[config.mk]
export PLATFORM = sky130hd
export DESIGN_NAME = dmsa_ctrl
export DESIGN_NICKNAME = d
export VERILOG_FILES = /design/src/logic/dmsa_timer.v /design/src/logic/dmsa_ctrl.v
export VERILOG_INCLUDE_DIRS = /design/src /design/src/include
export SDC_FILE = /design/constraint.sdc
export NUM_CORES = 1
export LEC_CHECK = 0
export BUFFER_PORTS_ARGS = -buffer_cell sky130_fd_sc_hd__buf_2
export CAP_MARGIN = 20
export CELL_PAD_IN_SITES_DETAIL_PLACEMENT = 2
export CELL_PAD_IN_SITES_GLOBAL_PLACEMENT = 2
export CORE_MARGIN = 4
export CORE_UTILIZATION = 29
export CTS_BUF_LIST = sky130_fd_sc_hd__clkbuf_4
export CTS_CLUSTER_SIZE = 28
export DETAILED_ROUTE_END_ITERATION = 6
export GPL_TIMING_DRIVEN = 0
export PLACE_DENSITY = 0.69
export RECOVER_POWER = 100
export SLEW_MARGIN = 0
export SYNTH_ARGS = -nofsm -noshare
export SYNTH_HDL_FRONTEND = slang
export SYNTH_SLANG_ARGS = --single-unit
[constraint.sdc]
create_clock -name sys_clk -period 5.24 [get_ports sys_clk]
set_clock_uncertainty 0.05 [all_clocks]
set_input_delay 0 -clock sys_clk [delete_from_list [all_inputs] [get_ports sys_clk]]
set_output_delay 0 -clock sys_clk [all_outputs]
set_load 0.1 [all_outputs]
[src/include/dmsa_consts.vh]
`ifndef DMSA_CONSTS_VH
`define DMSA_CONSTS_VH
`define DMSA_CLK_NS            10
`define DMSA_PAUSE_NS          200000
`define DMSA_INIT_CYCLES       4'h8
`define DMSA_REFRESH_ROWS      512
`define DMSA_REFRESH_NS        8200000
`define DMSA_ROW_ACCESS_NS     100
`define DMSA_COL_ACCESS_NS     30
`define DMSA_ADDR_ACCESS_NS    50
`define DMSA_OUT_TURNOFF_NS    25
`define DMSA_ROW_HOLD_NS       15
`define DMSA_DATA_HOLD_NS      15
`define DMSA_WR_ROW_LEAD_NS    25
`define DMSA_WR_COL_LEAD_NS    20
`define DMSA_ROW_PRECHARGE_NS  70
`define DMSA_ROW_PULSE_NS      100
`define DMSA_COL_PULSE_NS      30
`define DMSA_CAS_SETUP_RFSH_NS 10
`define DMSA_CAS_HOLD_RFSH_NS  15
`define DMSA_CYC_UP(ns)   (((ns) + `DMSA_CLK_NS - 1) / `DMSA_CLK_NS)
`endif

[src/logic/dmsa_timer.v]
`default_nettype none
module dmsa_timer (
  input  wire        sys_clk,
  input  wire        rst,
  input  wire        load,
  input  wire [24:0] load_value,
  output reg         done
);
  reg [24:0] count;
  always @(posedge sys_clk or posedge rst) begin
    if (rst) begin
      count <= 25'h0000000;
      done  <= 1'b1;
    end else if (load) begin
      count <= load_value;
      done  <= (load_value == 25'h0000000);
    end else if (count != 25'h0000000) begin
      count <= count - 25'h0000001;
      done  <= (count == 25'h0000001);
    end
  end
endmodule // dmsa_timer
`default_nettype wire

[src/logic/dmsa_ctrl.v]
`include "dmsa_consts.vh"
`default_nettype none
module dmsa_ctrl #(
  parameter [24:0] PAUSE_CYCLES   = `DMSA_CYC_UP(`DMSA_PAUSE_NS),
  parameter [24:0] REFRESH_CYCLES = (`DMSA_REFRESH_NS / `DMSA_REFRESH_ROWS) / `DMSA_CLK_NS,
  parameter        USE_CBR        = 1'b1
) (
  input  wire        sys_clk,
  input  wire        rst,
  input  wire        req_valid,
  input  wire        req_write,
  input  wire [19:0] req_addr,
  input  wire [7:0]  req_wdata,
  output reg         req_ready,
  output reg         rsp_valid,
  output reg  [7:0]  rsp_rdata,
  output reg         init_done,
  output reg  [9:0]  shared_address_pins,
  output reg         row_strobe_n,
  output reg         column_strobe_n,
  output reg         write_select_n,
  output reg  [7:0]  data_out,
  output reg         data_oe,
  input  wire [7:0]  data_in
);
  localparam [3:0] ST_PAUSE = 4'h0, ST_INIT = 4'h1, ST_IDLE = 4'h2, ST_ROW = 4'h3, ST_COL = 4'h4,
                   ST_END = 4'h5, ST_PRE = 4'h6, ST_RF_CAS = 4'h7, ST_RF_RAS = 4'h8;
  localparam [24:0] T_ROWHOLD = `DMSA_CYC_UP(`DMSA_ROW_HOLD_NS);
  localparam [24:0] T_ACCESS  = `DMSA_CYC_UP(`DMSA_ROW_ACCESS_NS + 2 * `DMSA_CLK_NS);
  localparam [24:0] T_COLLOW  = `DMSA_CYC_UP(`DMSA_WR_ROW_LEAD_NS + `DMSA_DATA_HOLD_NS + `DMSA_COL_PULSE_NS);
  localparam [24:0] T_ROWTAIL = `DMSA_CYC_UP(`DMSA_ROW_PULSE_NS);
  localparam [24:0] T_PRE     = `DMSA_CYC_UP(`DMSA_ROW_PRECHARGE_NS + `DMSA_OUT_TURNOFF_NS);
  localparam [24:0] T_CASSU   = `DMSA_CYC_UP(`DMSA_CAS_SETUP_RFSH_NS);
  reg [3:0]  state;
  reg [3:0]  init_count;
  reg        cur_write;
  reg        refresh_due;
  reg [24:0] refresh_count;
  reg [7:0]  data_sync1;
  reg [7:0]  data_sync2;
  reg        load;
  reg [24:0] load_value;
  wire       timer_done;
  dmsa_timer u_timer (
    .sys_clk    (sys_clk),
    .rst        (rst),
    .load       (load),
    .load_value (load_value),
    .done       (timer_done)
  );
  always @(posedge sys_clk or posedge rst) begin
    if (rst) begin
      data_sync1 <= 8'h00;
      data_sync2 <= 8'h00;
    end else begin
      data_sync1 <= data_in;
      data_sync2 <= data_sync1;
    end
  end
  // refresh pacing runs from the start; set wins over the clear at refresh issue
  always @(posedge sys_clk or posedge rst) begin
    if (rst) begin
      refresh_count <= 25'h0000000;
      refresh_due   <= 1'b0;
    end else if (refresh_count == REFRESH_CYCLES - 25'h0000001) begin
      refresh_count <= 25'h0000000;
      refresh_due   <= 1'b1;
    end else begin
      refresh_count <= refresh_count + 25'h0000001;
      if (state == ST_RF_CAS && timer_done)
        refresh_due <= 1'b0;
    end
  end
  always @(posedge sys_clk or posedge rst) begin
    if (rst) begin
      state               <= ST_PAUSE;
      init_count          <= 4'h0;
      cur_write           <= 1'b0;
      load                <= 1'b1;
      load_value          <= PAUSE_CYCLES;
      req_ready           <= 1'b0;
      rsp_valid           <= 1'b0;
      rsp_rdata           <= 8'h00;
      init_done           <= 1'b0;
      shared_address_pins <= 10'h000;
      row_strobe_n        <= 1'b1;
      column_strobe_n     <= 1'b1;
      write_select_n      <= 1'b1;
      data_out            <= 8'h00;
      data_oe             <= 1'b0;
    end else begin
      load      <= 1'b0;
      rsp_valid <= 1'b0;
      req_ready <= 1'b0;
      case (state)
        ST_PAUSE: if (!load && timer_done) begin
          state <= ST_INIT;
        end
        ST_INIT: begin
          if (init_count == `DMSA_INIT_CYCLES) begin
            init_done <= 1'b1;
            state     <= ST_IDLE;
          end else begin
            init_count <= init_count + 4'h1;
            if (USE_CBR) begin
              column_strobe_n <= 1'b0;
              load <= 1'b1;
              load_value <= T_CASSU;
              state <= ST_RF_CAS;
            end else begin
              shared_address_pins <= {6'h00, init_count};
              load <= 1'b1;
              load_value <= T_ROWHOLD;
              state <= ST_ROW;
              cur_write <= 1'b0;
            end
          end
        end
        ST_IDLE: begin
          if (refresh_due) begin
            column_strobe_n <= 1'b0;
            load <= 1'b1;
            load_value <= T_CASSU;
            state <= ST_RF_CAS;
          end else if (req_valid) begin
            req_ready           <= 1'b1;
            cur_write           <= req_write;
            write_select_n      <= !req_write;
            data_out            <= req_wdata;
            data_oe             <= req_write;
            shared_address_pins <= req_addr[19:10];
            state               <= ST_ROW;
            load                <= 1'b1;
            load_value          <= T_ROWHOLD;
          end
        end
        ST_ROW: begin
          if (row_strobe_n) begin
            row_strobe_n <= 1'b0;
          end else if (!load && timer_done) begin
            if (!init_done) begin
              load <= 1'b1;
              load_value <= T_ROWTAIL;
              state <= ST_END;
            end else begin
              shared_address_pins <= req_addr_hold(shared_address_pins);
              state <= ST_COL;
            end
          end
        end
        ST_COL: begin
          if (column_strobe_n) begin
            column_strobe_n <= 1'b0;
            load <= 1'b1;
            load_value <= cur_write ? T_COLLOW : T_ACCESS;
          end else if (!load && timer_done) begin
            if (!cur_write) begin
              rsp_rdata <= data_sync2;
              rsp_valid <= 1'b1;
            end
            column_strobe_n <= 1'b1;
            row_strobe_n    <= 1'b1;
            state <= ST_END;
            load <= 1'b1;
            load_value <= 25'h0000000;
          end
        end
        ST_END: if (!load && timer_done) begin
          row_strobe_n    <= 1'b1;
          column_strobe_n <= 1'b1;
          write_select_n  <= 1'b1;
          data_oe         <= 1'b0;
          load <= 1'b1;
          load_value <= T_PRE;
          state <= ST_PRE;
        end
        ST_PRE: if (!load && timer_done) begin
          state <= init_done ? ST_IDLE : ST_INIT;
        end
        ST_RF_CAS: if (!load && timer_done) begin
          row_strobe_n <= 1'b0;
          load <= 1'b1;
          load_value <= T_ROWTAIL;
          state <= ST_RF_RAS;
        end
        ST_RF_RAS: if (!load && timer_done) begin
          state <= ST_END;
          load <= 1'b1;
          load_value <= 25'h0000000;
        end
        default: state <= ST_IDLE;
      endcase
    end
  end
  reg [9:0] col_addr;
  always @(posedge sys_clk or posedge rst) begin
    if (rst)
      col_addr <= 10'h000;
    else if (state == ST_IDLE && req_valid && !refresh_due)
      col_addr <= req_addr[9:0];
  end
  function [9:0] req_addr_hold;
    input [9:0] unused_row;
    begin
      req_addr_hold = col_addr ^ (unused_row & 10'h000);
    end
  endfunction
endmodule // dmsa_ctrl
`default_nettype wire

After elaboration in Yosys (flattened, before gate mapping)
Cells that the tools add are included.
W data, S select, Z words.
Cells by class
  add/sub/neg operators: 3
  eq/ne operators: 26
  muxes and demuxes: 68
  bitwise operators: 4
  reduce and logical (&&, ||, !) cells: 29
Operators with widths (count)
  $mux W25: 12
  $pmux W25 S6: 1
  $mux W10: 5
  $mux W4: 11
  $pmux W4 S9: 1
  $mux W1: 30
  $add A25 B1 Y25 const B: 1
  $eq A25 B1 Y1 const B: 1
  $eq A25 B11 Y1 const B: 1
  $logic_not A25 Y1: 1
  $reduce_bool A25 Y1: 1
  $sub A25 B1 Y25 const B: 1
  $ne A2 B2 Y1 const B: 12
  $pmux W10 S2: 1
  $eq A4 B3 Y1 const B: 4
  $reduce_and A4 Y1: 3
  $eq A4 B2 Y1 const B: 2
  $eq A4 B4 Y1 const B: 2
  $pmux W1 S4: 2
  $reduce_and A8 Y1: 1
  $reduce_bool A2 Y1: 4
  $reduce_bool A4 Y1: 2
  $reduce_and A7 Y1: 1
  $reduce_and A3 Y1: 2
  other kinds (17): 28
Storage, ports and cells
  register bits: 146
  input bits: 40
  output and inout bits: 33
  logic and storage cells: 152

Logic depth before layout (Yosys ltp)
  word-level depth: 5
  depth in mapped cells: 8
  gate-level depth less buffers: 7

Modules after synthesis
Synthesis repeated with hierarchy kept, for this count alone.
Unflattened totals
  cells, all modules: 655
  area, all modules: 6816.5 µm²
Modules (own cells, without submodules)
  dmsa_ctrl: times used 1, cells each 460, area each 5062.4 µm², seq. area each 3014.1 µm²
  dmsa_timer: times used 1, cells each 195, area each 1754.2 µm², seq. area each 651.9 µm²

Worst setup path after synthesis
OpenSTA, ideal clock, no wires.
  path type: reg2reg
  from: register init_done
  to: register load_value[12]
  setup time: 0.119 ns
  arrival time: 1.846 ns
  required time: 5.071 ns
  slack: 3.225 ns
  cell stages (with the launch flop): 7
  buffers on the path: 1
  clock period less this slack: 2.015 ns
  cell sequence: dfrtp_1 > nand3b_1 > a32oi_1 > nor3_2 > o311ai_2 > buf_2 > and2_1
Between the ends
  cells in the longest elaborated chain, start to end: 2
RTL lines
  start: declaration: RTL line dmsa_ctrl.v:17  | output reg init_done,
  start signal: assignment: RTL line dmsa_ctrl.v:84  | init_done <= 1'b0;
  start signal: assignment: RTL line dmsa_ctrl.v:101  | init_done <= 1'b1;
  $ne A2 B2 Y1 (no line)
  $reduce_and A7 Y1 (no line)
  end signal: assignment: RTL line dmsa_ctrl.v:155  | load_value <= cur_write ? T_COLLOW : T_ACCESS;
  end: declaration: RTL line dmsa_ctrl.v:42  | reg [24:0] load_value;
No other way between the ends.
A chain may end at the register's enable or synchronous reset.

Worst setup path in the final report
  from: register u_timer.count[6]
  to: register u_timer.count[0]
Between the ends
  cells in the longest elaborated chain, start to end: 2
RTL lines
  start: declaration: RTL line dmsa_timer.v:9  | reg [24:0] count;
  start signal: assignment: RTL line dmsa_timer.v:15  | count <= load_value;
  start signal: assignment: RTL line dmsa_timer.v:18  | count <= count - 25'h0000001;
  $reduce_bool A25 Y1: RTL line dmsa_timer.v:17  | end else if (count != 25'h0000000) begin
  $reduce_bool A2 Y1 (no line)
No other way between the ends.

==> summary.txt <==
Clocking
  – CTS root buf: clkbuf_4
  – CTS resizes: 0
  – Post-CTS setup buffer count: 0
  – Clk slew on worst S/H paths: 0.13 ns
  – CTS buffer count: 17
  – Hold Buf Count CTS: 40
  – Skew-Pair Late Insertion Delay: 0.55 ns
  – Largest buffer count on any clock path: 2
  – H-tree lvl count: 4
  – CTS tree: done
  – Clock sinks: 146

Critical path
  – CP cell instances: nor4_1 -> nand3_2 -> nor4_1 -> nand2_1 -> o21ai_0
  – Most common cell on crit path: nor4_1
  – Buf+Inv Stages, Crit Path: 0
  – Slowest cell on crit path: nor4_1
  – Worst EP arrival: 3.79 ns
  – Worst setup EP type: flip-flop
  – CP max stage delay: 1.16 ns
  – CP Launch Type: flip-flop
  – CP top delay family: simple AND/OR/NAND/NOR gates
  – Setup Crit Path Kind: flip-flop to flip-flop
  – Max FO, Critical Path: 8
  – R2r setup slk: 1.85 ns
  – Worst endpoint required time: 5.64 ns

Synthesis
  – Most instantiated cells after synthesis: dfrtp_1 (136), nand2_1 (48), nor2_1 (41), xnor2_1 (31)
  – EDFF count, synth: 0
  – Synth Instances: 592
  – Synth warn: 0
  – Mapped Area: 0.00661 mm2
  – Post-synth top area cell: dfrtp_1
  – Top cells by area, synth: dfrtp_1 (51%), mux2_2 (4.8%), xnor2_1 (4.1%), dfstp_2 (4.0%), nand2_1 (2.7%)
  – Top_reg_cell synth: dfrtp_1
  – Mapped Nets: 639
  – Post-synthesis sequential area ratio: 0.555
  – Synth Area per Inst: 11.2 um2
  – Count of cell types in the netlist: 61
  – Asr flop ratio synth: 1.00
  – Most frequent cell after synthesis: dfrtp_1
  – Yosys reg bits: 146
  – Yosys top cell area share: 0.515

Place
  – Area post-placement: 0.00735 mm2
  – Dpl hpwl: 13.4 mm
  – PortBufs: 72
  – RePlAce Congestion: 0.824

Floorplan
  – Die Height: 159 um
  – Die area: 0.0253 mm2
  – Core ar.: 0.0221 mm2
  – Num ports: 73
  – Initial core utilization: 0.299
  – Die X: 159 um
  – Row count: 54

Route
  – # DRC: 0
  – Detail Route Antenna Nets: 0
  – Initial DRC Count: 242
  – Vias/cell: 4.97
  – Via count of the routed design: 5079
  – WL per Instance: 19.9 um
  – Routed wire length: 20.3 mm
  – First-pass detailed-route iteration total: 4

Timing
  – Worst-Margin Slew: 2.72 ns
  – Final setup violation count: 0
  – Relative slew margins: -0.822
  – Final hold vios: 0
  – Fmax achieved: 295 MHz
  – Period utilization: 0.647
  – Final Max Tran Viols: 66
  – Period minus WS final: 3.39 ns
  – RSZ-0062 raised after global routing: no

Power and ir drop
  – Total power density per cell area: 599 mW/mm2
  – Maximum vdd drop: 208 uV
  – Static leakage: 3.43 nW

Worst hold path
  – Worst min path class: input pin to flip-flop

Final layout
  – # fillers: 2381
  – Design area: 0.00795 mm2
  – Utilization after layout: 0.360
  – Final net count: 773
  – Share of layout cells above drive strength 1: 0.152
  – Synth-to-layout area growth: 20.3%

Global route
  – Vias in the first global route: 5953
  – GRT Overall Usage: 0.165
  – Initial antenna violation count: 2
  – First-pass GRT wire length: 33.4 mm
  – Largest net degree at the start of global routing: 91
  – Global route overflow: 0

Run status
  – Failing checks: max-capacitance violations, max-slew violations
  – Status: finished with violations

Run
  – Max-Cap Viols: 2
## metrics by stage
stage               setup TNS [ns]  hold slack [ns]  power (mW)  setup slack (ns)  cells
floorplan                        0          -0.0186        3.44              1.28    592
global placement            -51.70           0.0592        3.90            -0.397    944
detailed placement               0           0.0597        4.01              2.85    945
CTS                              0         0.000980        4.85              2.80   1017
global route                     0          0.00415        5.08              1.51   1021
finish                           0           0.0470        4.77              1.85   1021
## cells in the final DEF (no fill, tap or decap), types with 16 or more instances in the layout
master           n
dfrtp_1        136
clkbuf_1        57
nand2_1         48
nor2_1          42
dlygate4sd3_1   42
buf_2           38
xnor2_1         31
o21ai_0         28
mux2_2          23
a21oi_1         23
clkbuf_4        19
nand3_1         18
nor4_1          18
and2_0          17
inv_1           16
## sequential cells by signal (all words and copies together) (netlist names), 4 cells and up
register	cells
refresh_count	25
data_out	8
load_value	25
col_addr	10
shared_address_pins	10
state	4
init_count	4
data_sync2	8
u_timer.count	25
rsp_rdata	8
data_sync1	8
## path summary, 6_finish.rpt
path | cells past startpoint | endpoint | from
worst max-delay path | 5 | u_timer.count[0]$_DFFE_PP0P_ | u_timer.count[6]$_DFFE_PP0P_
max in group asynchronous | 5 | load_value[5]$_DFFE_PP1P_ | rst
min in group asynchronous | 4 | data_sync1[4]$_DFF_PP0_ | rst
worst min-delay path | 2 | data_sync1[5]$_DFF_PP0_ | data_in[5]
worst min register to register | 0 | data_sync2[7]$_DFF_PP0_ | data_sync1[7]$_DFF_PP0_
worst max register to register | 5 | u_timer.count[0]$_DFFE_PP0P_ | u_timer.count[6]$_DFFE_PP0P_
## routing by layer
metal / track usage / part of all wire / vias to the layer above / wire (um)
li1: - / - / 2372 / -
met1: 0.199 / 0.43 / 2645 / 8650
met2: 0.300 / 0.54 / 45 / 11000
met3: 0.0308 / 0.017 / 17 / 346
met4: 0.0477 / 0.016 / 0 / 323
met5: 0 / 0 / - / 0
## report_power, final
part	internal, mW	switching, mW
Combinational	0.600	1.67
Sequential	1.43	0.258
Clock	0.381	0.424
## area by class of cell
| class | instances | area [um2] | share of cell area |
|---|---|---|---|
| flip-flops and latches | 146 | 3670 | 0.461 |
| multi-input cells | 405 | 2700 | 0.340 |
| repair buffers | 115 | 763 | 0.0960 |
| well taps | 280 | 350 | 0.0441 |
| clock inverters | 13 | 166 | 0.0209 |
| clock buffers | 19 | 143 | 0.0179 |
| plain buffers | 24 | 92.6 | 0.0116 |
| inverters | 17 | 65.1 | 0.00818 |
| diodes | 2 | 5.00 | 0.000629 |
## logic make-up (layout without fill, tap and decap cells)
| kind of cell | Yosys count | after routing | share of synthesized area |
|---|---|---|---|
| simple gates | 219 | 219 | 0.189 |
| flops | 146 | 146 | 0.555 |
| compound gates | 92 | 92 | 0.0890 |
| xor+xnor | 44 | 44 | 0.0583 |
| mux | 43 | 43 | 0.0704 |
| buf+inv | 41 | 188 | 0.0254 |
| fa+ha+maj | 7 | 7 | 0.0132 |
| other cells | 0 | 2 | 0 |
(Power assumes the default switching activity.)
